[config.mk]
export PLATFORM = sky130hd
export DESIGN_NAME = dflp_fault_latch
export DESIGN_NICKNAME = d
export VERILOG_FILES = /design/src/dflp_pkg.sv /design/src/dflp_fault_latch.sv
export SDC_FILE = /design/constraint.sdc
export NUM_CORES = 1
export LEC_CHECK = 0
export BUFFER_PORTS_ARGS = -buffer_cell sky130_fd_sc_hd__buf_2
export CAP_MARGIN = 10
export CORE_ASPECT_RATIO = 0.7
export CORE_MARGIN = 4
export CORE_UTILIZATION = 46
export CTS_CLUSTER_SIZE = 28
export DETAILED_ROUTE_END_ITERATION = 12
export GPL_TIMING_DRIVEN = 0
export PLACE_DENSITY = 0.8
export SYNTH_ARGS = -nofsm -noshare
export SYNTH_HDL_FRONTEND = slang
export SYNTH_SLANG_ARGS = --single-unit
export TNS_END_PERCENT = 5
[constraint.sdc]
create_clock -name sys_clk_in -period 2.7 [get_ports sys_clk_in]
set_clock_uncertainty 0.1 [all_clocks]
set_input_delay 0.135 -clock sys_clk_in [delete_from_list [all_inputs] [get_ports sys_clk_in]]
set_output_delay 0.135 -clock sys_clk_in [all_outputs]
set_load 0.03 [all_outputs]
[src/dflp_pkg.sv]
package dflp_pkg;

    // ************************************************************
    // Timing
    // ************************************************************
    localparam int unsigned CLK_PERIOD_NS = 4;
    localparam int unsigned SHORT_OFF_MS  = 100;
    // Least time, so round up to whole cycles
    localparam int unsigned SHORT_OFF_CYC =
        (SHORT_OFF_MS * 1_000_000 + CLK_PERIOD_NS - 1) / CLK_PERIOD_NS;

    // ************************************************************
    // Fault mask / latched fault bit positions
    // ************************************************************
    localparam int unsigned BIT_FLASH_CRC  = 0;
    localparam int unsigned BIT_INT_ERR    = 1;
    localparam int unsigned BIT_SHORT      = 2;
    localparam int unsigned BIT_DRV_OT     = 3;
    localparam int unsigned BIT_MOT_OT     = 4;
    localparam int unsigned BIT_OVER_V     = 5;
    localparam int unsigned BIT_UNDER_V    = 6;
    localparam int unsigned BIT_FEEDBACK   = 7;
    localparam int unsigned BIT_PHASING    = 8;
    localparam int unsigned BIT_FOLLOW     = 9;
    localparam int unsigned BIT_I2T_LIMIT  = 10;
    localparam int unsigned BIT_LOGIC_FAIL = 11;
    localparam int unsigned EVT_FAULT_BIT  = 22;

    // Writable mask bits are 2..10; 0,1 read as one, 11 read-only
    localparam logic [31:0] MASK_WR_BITS   = 32'h0000_07FC;
    localparam logic [31:0] MASK_RO_ONES   = 32'h0000_0003;
    localparam logic [31:0] MASK_RESET     = 32'h0000_0000;
    localparam logic [31:0] LATCH_RESET    = 32'h0000_0000;
    // Fatal bits cannot be cleared by the host
    localparam logic [31:0] LATCH_FATAL    = 32'h0000_0003;

    // ************************************************************
    // Types
    // ************************************************************
    typedef struct packed {
        logic logic_fail;
        logic i2t_limit;
        logic follow_err;
        logic phasing;
        logic feedback;
        logic under_v;
        logic over_v;
        logic motor_ot;
        logic drive_ot;
        logic short_det;
        logic selftest_fail;
        logic flash_crc_bad;
    } dflp_src_t;

    typedef enum logic {
        DFLP_SC_RUN  = 1'b0,
        DFLP_SC_HOLD = 1'b1
    } dflp_sc_state_t;

endpackage

[src/dflp_fault_latch.sv]
`timescale 1ns/1ps

module dflp_fault_latch
    import dflp_pkg::*;
#(
    parameter int unsigned SHORT_OFF_CYCLES = SHORT_OFF_CYC
) (
    // Clock and reset
    input  wire logic        sys_clk_in,
    input  wire logic        reset_n_in,
    // Drive parameter access
    input  wire logic        mask_wr_in,
    input  wire logic [31:0] mask_wdata_in,
    output logic      [31:0] mask_rdata_out,
    input  wire logic        fault_clr_in,
    input  wire logic [31:0] fault_clr_data_in,
    output logic      [31:0] latched_faults_out,
    output logic      [31:0] event_status_out,
    // Fault sources from drive sensing
    input  wire dflp_src_t   fault_src_in,
    // Drive control
    input  wire logic        enable_req_in,
    output logic             drive_enable_out,
    output logic             abort_move_out
);

    localparam int unsigned CNT_W = $clog2(SHORT_OFF_CYCLES + 1);
    localparam logic [CNT_W-1:0] CNT_LOAD = CNT_W'(SHORT_OFF_CYCLES - 1);

    // ************************************************************
    // State
    // ************************************************************
    logic [31:0]    mask;
    logic [31:0]    next_mask;
    logic           logic_fail_seen;
    logic           next_logic_fail_seen;
    logic [31:0]    latched;
    logic [31:0]    next_latched;
    dflp_sc_state_t sc_state;
    dflp_sc_state_t next_sc_state;
    logic [CNT_W-1:0] sc_cnt;
    logic [CNT_W-1:0] next_sc_cnt;
    logic           enable;
    logic           next_enable;
    logic           abort;
    logic           next_abort;
    logic [31:0]    src_vec;
    logic [31:0]    eff_mask;
    logic           recover_block;

    // ************************************************************
    // Source vector in mask bit order
    // ************************************************************
    always_comb begin
        src_vec                 = 32'h0000_0000;
        src_vec[BIT_FLASH_CRC]  = fault_src_in.flash_crc_bad;
        src_vec[BIT_INT_ERR]    = fault_src_in.selftest_fail;
        src_vec[BIT_SHORT]      = fault_src_in.short_det;
        src_vec[BIT_DRV_OT]     = fault_src_in.drive_ot;
        src_vec[BIT_MOT_OT]     = fault_src_in.motor_ot;
        src_vec[BIT_OVER_V]     = fault_src_in.over_v;
        src_vec[BIT_UNDER_V]    = fault_src_in.under_v;
        src_vec[BIT_FEEDBACK]   = fault_src_in.feedback;
        src_vec[BIT_PHASING]    = fault_src_in.phasing;
        src_vec[BIT_FOLLOW]     = fault_src_in.follow_err;
        src_vec[BIT_I2T_LIMIT]  = fault_src_in.i2t_limit;
    end

    // Fatal bits always act as masked; logic failure is report-only
    assign eff_mask = (mask & MASK_WR_BITS) | MASK_RO_ONES;

    // ************************************************************
    // Mask register
    // ************************************************************
    always_comb begin
        next_mask = mask;
        if (mask_wr_in) begin
            // Read-only bits keep their value whatever is written
            next_mask = mask_wdata_in & MASK_WR_BITS;
        end
        next_logic_fail_seen = logic_fail_seen | fault_src_in.logic_fail;
    end

    always_ff @(posedge sys_clk_in or negedge reset_n_in) begin
        if (!reset_n_in) begin
            mask            <= MASK_RESET;
            logic_fail_seen <= 1'b0;
        end else begin
            mask            <= next_mask;
            logic_fail_seen <= next_logic_fail_seen;
        end
    end

    always_comb begin
        mask_rdata_out                 = eff_mask;
        mask_rdata_out[BIT_LOGIC_FAIL] = logic_fail_seen;
    end

    // ************************************************************
    // Latched faults
    // ************************************************************
    always_comb begin
        next_latched = latched;
        if (fault_clr_in) begin
            next_latched = latched & ~(fault_clr_data_in & ~LATCH_FATAL);
        end
        // Set wins over a clear in the same cycle
        next_latched = next_latched | (src_vec & eff_mask);
    end

    always_ff @(posedge sys_clk_in or negedge reset_n_in) begin
        if (!reset_n_in) begin
            latched <= LATCH_RESET;
        end else begin
            latched <= next_latched;
        end
    end

    assign latched_faults_out = latched;

    always_comb begin
        event_status_out                = 32'h0000_0000;
        event_status_out[EVT_FAULT_BIT] = |latched;
    end

    // ************************************************************
    // Short-circuit auto recovery
    // ************************************************************
    always_comb begin
        next_sc_state = sc_state;
        next_sc_cnt   = sc_cnt;
        case (sc_state)
            DFLP_SC_RUN: begin
                if (fault_src_in.short_det && !eff_mask[BIT_SHORT]) begin
                    next_sc_state = DFLP_SC_HOLD;
                    next_sc_cnt   = CNT_LOAD;
                end
            end
            DFLP_SC_HOLD: begin
                // A fresh short restarts the full off time
                if (fault_src_in.short_det) begin
                    next_sc_cnt = CNT_LOAD;
                end else if (sc_cnt == '0) begin
                    next_sc_state = DFLP_SC_RUN;
                end else begin
                    next_sc_cnt = sc_cnt - 1'b1;
                end
            end
            default: begin
                next_sc_state = DFLP_SC_RUN;
                next_sc_cnt   = '0;
            end
        endcase
    end

    always_ff @(posedge sys_clk_in or negedge reset_n_in) begin
        if (!reset_n_in) begin
            sc_state <= DFLP_SC_RUN;
            sc_cnt   <= '0;
        end else begin
            sc_state <= next_sc_state;
            sc_cnt   <= next_sc_cnt;
        end
    end

    // ************************************************************
    // Enable and move abort
    // ************************************************************
    // Unmasked temperature, voltage, feedback and phasing faults hold the enable off only while active; a short also holds it for its off time
    assign recover_block = (fault_src_in.drive_ot && !eff_mask[BIT_DRV_OT])
                         | (fault_src_in.motor_ot && !eff_mask[BIT_MOT_OT])
                         | (fault_src_in.over_v   && !eff_mask[BIT_OVER_V])
                         | (fault_src_in.under_v  && !eff_mask[BIT_UNDER_V])
                         | (fault_src_in.feedback && !eff_mask[BIT_FEEDBACK])
                         | (fault_src_in.phasing  && !eff_mask[BIT_PHASING])
                         | (fault_src_in.short_det && !eff_mask[BIT_SHORT])
                         | (sc_state == DFLP_SC_HOLD);

    always_comb begin
        // Latched faults override any recovery of the cause
        next_enable = enable_req_in && (next_latched == 32'h0000_0000)
                    && !recover_block;
        next_abort  = fault_src_in.follow_err && !eff_mask[BIT_FOLLOW];
    end

    always_ff @(posedge sys_clk_in or negedge reset_n_in) begin
        if (!reset_n_in) begin
            enable <= 1'b0;
            abort  <= 1'b0;
        end else begin
            enable <= next_enable;
            abort  <= next_abort;
        end
    end

    assign drive_enable_out = enable;
    assign abort_move_out   = abort;
endmodule // dflp_fault_latch

## Word-level counts from Yosys, hierarchy flattened

Cells that the tools add are included.

| cells by class | value |
|---|---|
| multipliers | 0 |
| $lt $le $gt $ge | 0 |
| equal/unequal tests | 2 |
| add/subtract/negate cells | 1 |
| divide/modulo/power cells | 0 |
| reductions and logical operators | 23 |
| shifts and indexed selects | 0 |
| multiplexer cells | 9 |
| bitwise gates (word level) | 13 |

Operator list:

| cell | number |
|---|---|
| 25-bit two-way mux | 3 |
| 25-bit one-hot mux with 2 select lines | 1 |
| 32-bit bitwise AND | 1 |
| 32-bit zero test | 1 |
| 32-bit two-way mux | 1 |
| 32-bit inverter | 1 |
| 32-bit by 11-bit bitwise OR with 32-bit output | 1 |
| 32-bit OR reduction | 1 |
| 25-bit zero test | 1 |
| 25-bit by 1-bit subtractor with 25-bit output, second input constant | 1 |
| 11-bit bitwise AND | 1 |
| 1-bit logical AND | 10 |
| 1-bit zero test | 9 |
| 1-bit bitwise OR | 8 |
| 1-bit two-way mux | 3 |
| 3-bit != test, second input constant | 1 |
| 2-bit != test, second input constant | 1 |
| 1-bit one-hot mux with 2 select lines | 1 |
| 2-bit AND reduction | 1 |
| 1-bit inverter | 1 |

| storage, ports and cells | value |
|---|---|
| memories | 0 |
| bits in read-only memories | 0 |
| output and inout bits | 98 |
| bits in writable memories | 0 |
| bits in latches | 0 |
| input bits | 81 |
| bits in registers | 70 |

## Longest topological paths before layout

| depth | value |
|---|---|
| word-level depth | 11 |
| depth in mapped cells | 9 |
| depth with buffers taken out | 8 |

## Least setup slack after synthesis

Ideal clock, no wire load.

| timing | value |
|---|---|
| path type | register to register |
| start | register sc_cnt[17] |
| end | register sc_cnt[23] |
| clock period less this slack | 2.230 ns |
| path slack | 0.470 ns |
| arrival | 2.054 ns |
| required time | 2.524 ns |
| stages on the path, launching flop included | 6 |
| library setup time | 0.076 ns |
| cells stage by stage | dfrtp_1 -> or3_4 -> or4_4 -> or4_1 -> or3_1 -> o21ai_1 |

| between the ends | value |
|---|---|
| longest elaborated chain between the ends | 4 |
| elaborated cells between the ends (all ways) | 7 |
| those cells by class | add/sub (1); eq/ne (1); mux (3); reduce/logical (2) |

Ends and longest elaborated chain:

| what | RTL line | RTL |
|---|---|---|
| from (decl) | dflp_fault_latch.sv:41 | `logic [CNT_W-1:0] sc_cnt;` |
| from (signal assigned) | dflp_fault_latch.sv:162 | `sc_cnt <= next_sc_cnt;` |
| 25-bit by 1-bit subtractor with 25-bit output | dflp_fault_latch.sv:146 | `next_sc_cnt = sc_cnt - 1'b1;` |
| 25-bit two-way mux | dflp_fault_latch.sv:143 | `end else if (sc_cnt == '0) begin` |
| 25-bit two-way mux | dflp_fault_latch.sv:141 | `if (fault_src_in.short_det) begin` |
| 25-bit one-hot mux with 2 select lines | dflp_fault_latch.sv:132 | `case (sc_state)` |

Several ways; a longest one is shown, not always the timed one. The select of a mux whose other input is x is not followed.
A chain may end at the register's enable or synchronous reset.

## Worst setup path in the final report

| timing | value |
|---|---|
| start | register sc_cnt[13] |
| end | register sc_cnt[19] |

Same word-level chain as after synthesis.

==> reports/summary.txt <==
OUTCOME
------------------------------------------------------------------------------------------
Outcome                                                                       complete, no violations

MIN PATH
------------------------------------------------------------------------------------------
Worst Hold Class                                                                 in -> reg
Cell depth of the worst min-delay path                                                   2

FINAL LAYOUT
------------------------------------------------------------------------------------------
Net count of the finished layout                                                       666
Final instance area                                                            0.00522 mm²
Final antenna diode count                                                                0
Final standard cell utilization of the core                                          69.2%
Fraction of final layout cells sized beyond drive strength 1                         33.2%
Layout overhead on the synthesized area                                              41.8%
Filler cells                                                                           566

LOGIC SYNTHESIS
------------------------------------------------------------------------------------------
Dominant synthesized flop cell                                                sky130_fd_sc_hd__dfrtp_1
Dominant combinational cell family by area after synthesis                    compound AO/OA/AOI/OAI gates
Synth Area in Compound Gates                                                         18.5%
Cell area after synthesis                                                      0.00368 mm²
Area fraction in and, or, nand and nor cells after synthesis                         16.2%
Most numerous cell in the Yosys netlist                                       sky130_fd_sc_hd__dfrtp_1
Share of the synthesized area in the top cell type                                   47.6%
Multiplexer share of the synthesized area                                            2.14%
Largest area contributor in the netlist                                       sky130_fd_sc_hd__dfrtp_1
EDFF count, synth                                                                        0
XOR/XNOR Fraction of Synth Area                                                     0.238%
#FFs+latches synth                                                                      70
Portion of the post-synthesis area used by sequential elements                       47.6%
Commonest cells in the synthesized netlist                                    70 x sky130_fd_sc_hd__dfrtp_1, 54 x sky130_fd_sc_hd__buf_4, 26 x sky130_fd_sc_hd__nand2_1, 25 x sky130_fd_sc_hd__inv_1
Cell types occupying the most area after synthesis                            sky130_fd_sc_hd__dfrtp_1 48%, sky130_fd_sc_hd__buf_4 11%, sky130_fd_sc_hd__a21oi_1 3.3%
Synth Instances                                                                        381
Distinct cell type count after synthesis                                                44
Mean post-synth cell area                                                         9.66 µm²
Number of warning messages in the yosys log                                              0
Post-synthesis async set-or-reset flop share                                          100%
Share of synthesized cell area in full adder, half adder and majority cells         0.680%

ROUTING
------------------------------------------------------------------------------------------
Post-Route WL                                                                    11,100 µm
Wire length per cell                                                               16.2 µm
Remaining antenna violation count after routing                                          0
Residual DRC count                                                                       0
Via density                                                                           5.13
First-pass DRT Iterations                                                                4
Vias post-DR                                                                         3,520
DR iter-0 viols                                                                        234

CLOCKING
------------------------------------------------------------------------------------------
Buffer cell driving the clock tree root                                       sky130_fd_sc_hd__clkbuf_16
Insertion delay to the later sink of the worst-skew pair                           0.33 ns
H-tree depth                                                                             3
# clock sinks                                                                           70
Clock Path Buffers                                                                       2
Register clock-pin slew on the reported worst setup and hold paths                 0.06 ns
TritonCTS clock tree                                                                  done
Post-CTS setup repair buffer count                                                       0
Clock buffer count from CTS                                                              9

POWER
------------------------------------------------------------------------------------------
Switching pwr                                                                       899 µW
Static leakage                                                                     2.54 nW
Part of the power in registers                                                       41.0%
Internal portion of total power                                                    2.09 mW
Clk network pwr share                                                                39.6%
Switch share                                                                         30.1%
Fraction of power consumed by combinational cells                                    19.4%
Power per standard cell area                                                    573 mW/mm²
Worst-case vdd ir drop                                                              345 µV

FLOORPLANNING
------------------------------------------------------------------------------------------
Area of the core                                                               0.00755 mm²
Number of placement rows                                                                26
Die width                                                                           115 µm
Area enclosed by the die boundary                                              0.00952 mm²
Chip height                                                                        82.9 µm
Starting density of the core                                                         48.8%
Num ports                                                                              179

GLOBAL ROUTING
------------------------------------------------------------------------------------------
Initial antenna violation count                                                          0
Total congestion overflow after global routing                                           0
Global-route total usage across every layer                                          23.4%
Global-route wire length before repair                                           17,700 µm
Largest net degree at the start of global routing                                       71
Number of global-route vias before repair                                            3,621

WORST SETUP PATH
------------------------------------------------------------------------------------------
Crit path launch                                                                sc_cnt[13]
Largest fanout on the critical path                                                     10
Sort of element at the end of the critical path                                   register
Worst reg2reg setup slack                                                          0.17 ns
Capture point of the worst path                                                 sc_cnt[19]
Critical Path RT                                                                   2.79 ns
Worst reg-to-reg path cell count                                                         7
Setup crit start kind                                                             register
Reg-to-reg endpoint                                                             sc_cnt[19]
Critical setup path kind                                                        reg -> reg
RR Startpoint                                                                   sc_cnt[13]
Crit path arrival time                                                             2.62 ns

TIMING
------------------------------------------------------------------------------------------
Part of the cycle the worst path needs                                               93.5%
Relative slew slack                                                                  42.1%
Final Setup Violations                                                                   0
Unrepaired setup endpoints after global routing                                         no
Highest clock rate                                                                 396 MHz
Final max-slew violation count                                                           0
Clock period minus worst slack                                                     2.53 ns
Final Hold Violating Endpoints                                                           0
Tightest Pin Transition                                                           0.868 ns
Post-Route Setup TNS                                                                  0 ns

PLACED DESIGN
------------------------------------------------------------------------------------------
Placed cell area                                                               0.00450 mm²
Routability cong.                                                                    0.886
HPWL after detailed placement                                                      7870 µm
Port bufs                                                                              100

RUN
------------------------------------------------------------------------------------------
Max-cap viol count                                                                       0

-- metal layers --
layer | part of all wire, % | wire length, µm | global-route usage, % | vias up
met3 | 9.6 | 1070 | 6.54 | 12
met5 | 0 | 0 | 0 | -
met4 | 1.2 | 135 | 7.46 | 0
met1 | 41 | 4560 | 29.6 | 1668
met2 | 48 | 5330 | 38.6 | 171
li1 | - | - | - | 1669
-- cells by family (layout without fill, tap and decap cells) --
logic type,Yosys count,in the layout
AO/OA/AOI/OAI,105,105
XOR/XNOR,1,1
adder cells (fa/ha/maj),2,2
buffers and inverters,88,244
flip-flops,70,70
multiplexers,7,7
other,2,53
AND/OR/NAND/NOR,106,106
-- worst max-delay path, stage by stage, from the launching register on --
cell                       delay (ns)
sky130_fd_sc_hd__dfrtp_1         0.43
sky130_fd_sc_hd__nor4_1          0.50
sky130_fd_sc_hd__nand4_1         0.27
sky130_fd_sc_hd__o21ai_1         0.40
sky130_fd_sc_hd__inv_1           0.13
sky130_fd_sc_hd__clkbuf_1        0.28
sky130_fd_sc_hd__a21oi_1         0.21
sky130_fd_sc_hd__a31oi_1         0.05
-- layout by cell type, fill, tap and decap left out, drive strengths merged, types with 6 or more instances in the layout --
cell type | netlist | routed
a21boi | 11 | 11
a21oi | 24 | 24
a22o | 13 | 13
buf | 54 | 154
clkbuf | 9 | 19
conb | 2 | 53
dfrtp | 70 | 70
dlygate4sd3 | 0 | 40
inv | 25 | 25
mux2 | 7 | 7
nand2 | 26 | 26
nand4 | 8 | 8
nor2 | 13 | 13
nor2b | 6 | 6
nor3 | 14 | 14
nor4 | 13 | 13
o21ai | 27 | 27
o22ai | 7 | 7
or2 | 7 | 7
-- how the worst min path moves through the flow --
stage               slack [ns]                  start                      to
floorplan                -0.26             reset_n_in          abort_move_out
global placement          0.22  fault_clr_data_in[25]  latched_faults_out[25]
detailed placement        0.21             reset_n_in               sc_cnt[9]
CTS                    0.00008        fault_src_in[6]   latched_faults_out[6]
global route             0.006        fault_src_in[6]   latched_faults_out[6]
finish                    0.02        fault_src_in[6]   latched_faults_out[6]
-- repair_timing --
item / CTS / global route
setup endpoints to repair: 0 / 13
endpoints found under the hold margin: 109 / 0
hold buffers: 40 / 0
gates resized for setup: 0 / 5
-- power by group through the flow --
stage	sequential [mW]	clock, mW	combinational (mW)
floorplan	1.28	0	0.301
global placement	1.23	0	0.507
detailed placement	1.24	0	0.522
CTS	1.22	1.20	0.570
global route	1.24	1.26	0.631
finish	1.23	1.19	0.580
-- metrics by stage --
| stage | hold slack, ns | cells | total power, mW | worst slack [ns] |
|---|---|---|---|---|
| floorplan | -0.261 | 432 | 1.59 | 0.470 |
| global placement | 0.223 | 630 | 1.74 | 0.256 |
| detailed placement | 0.214 | 630 | 1.76 | 0.179 |
| CTS | 0.0000821 | 686 | 2.99 | 0.173 |
| global route | 0.00572 | 686 | 3.13 | 0.0679 |
| finish | 0.0155 | 686 | 2.99 | 0.175 |
-- flip-flops by register name (all words and copies together) (netlist names) --
signal and flops:
abort_move_out 1, drive_enable_out 1, latched_faults_out 32, logic_fail_seen 1, mask 9, sc_cnt 25
sc_state 1
-- layout make-up --
| cell class | count | area [µm²] | share of cell area, % |
|---|---|---|---|
| sequential | 70 | 1750 | 33.6 |
| tap | 98 | 123 | 2.35 |
| timing repair buffer | 140 | 903 | 17.3 |
| clock buffer | 10 | 239 | 4.58 |
| clock inverter | 6 | 61.3 | 1.17 |
| multi-input combinational | 274 | 1610 | 30.8 |
| buffer | 63 | 440 | 8.44 |
| inverter | 25 | 93.8 | 1.80 |
No activity file was read; power rests on OpenSTA's default activity.
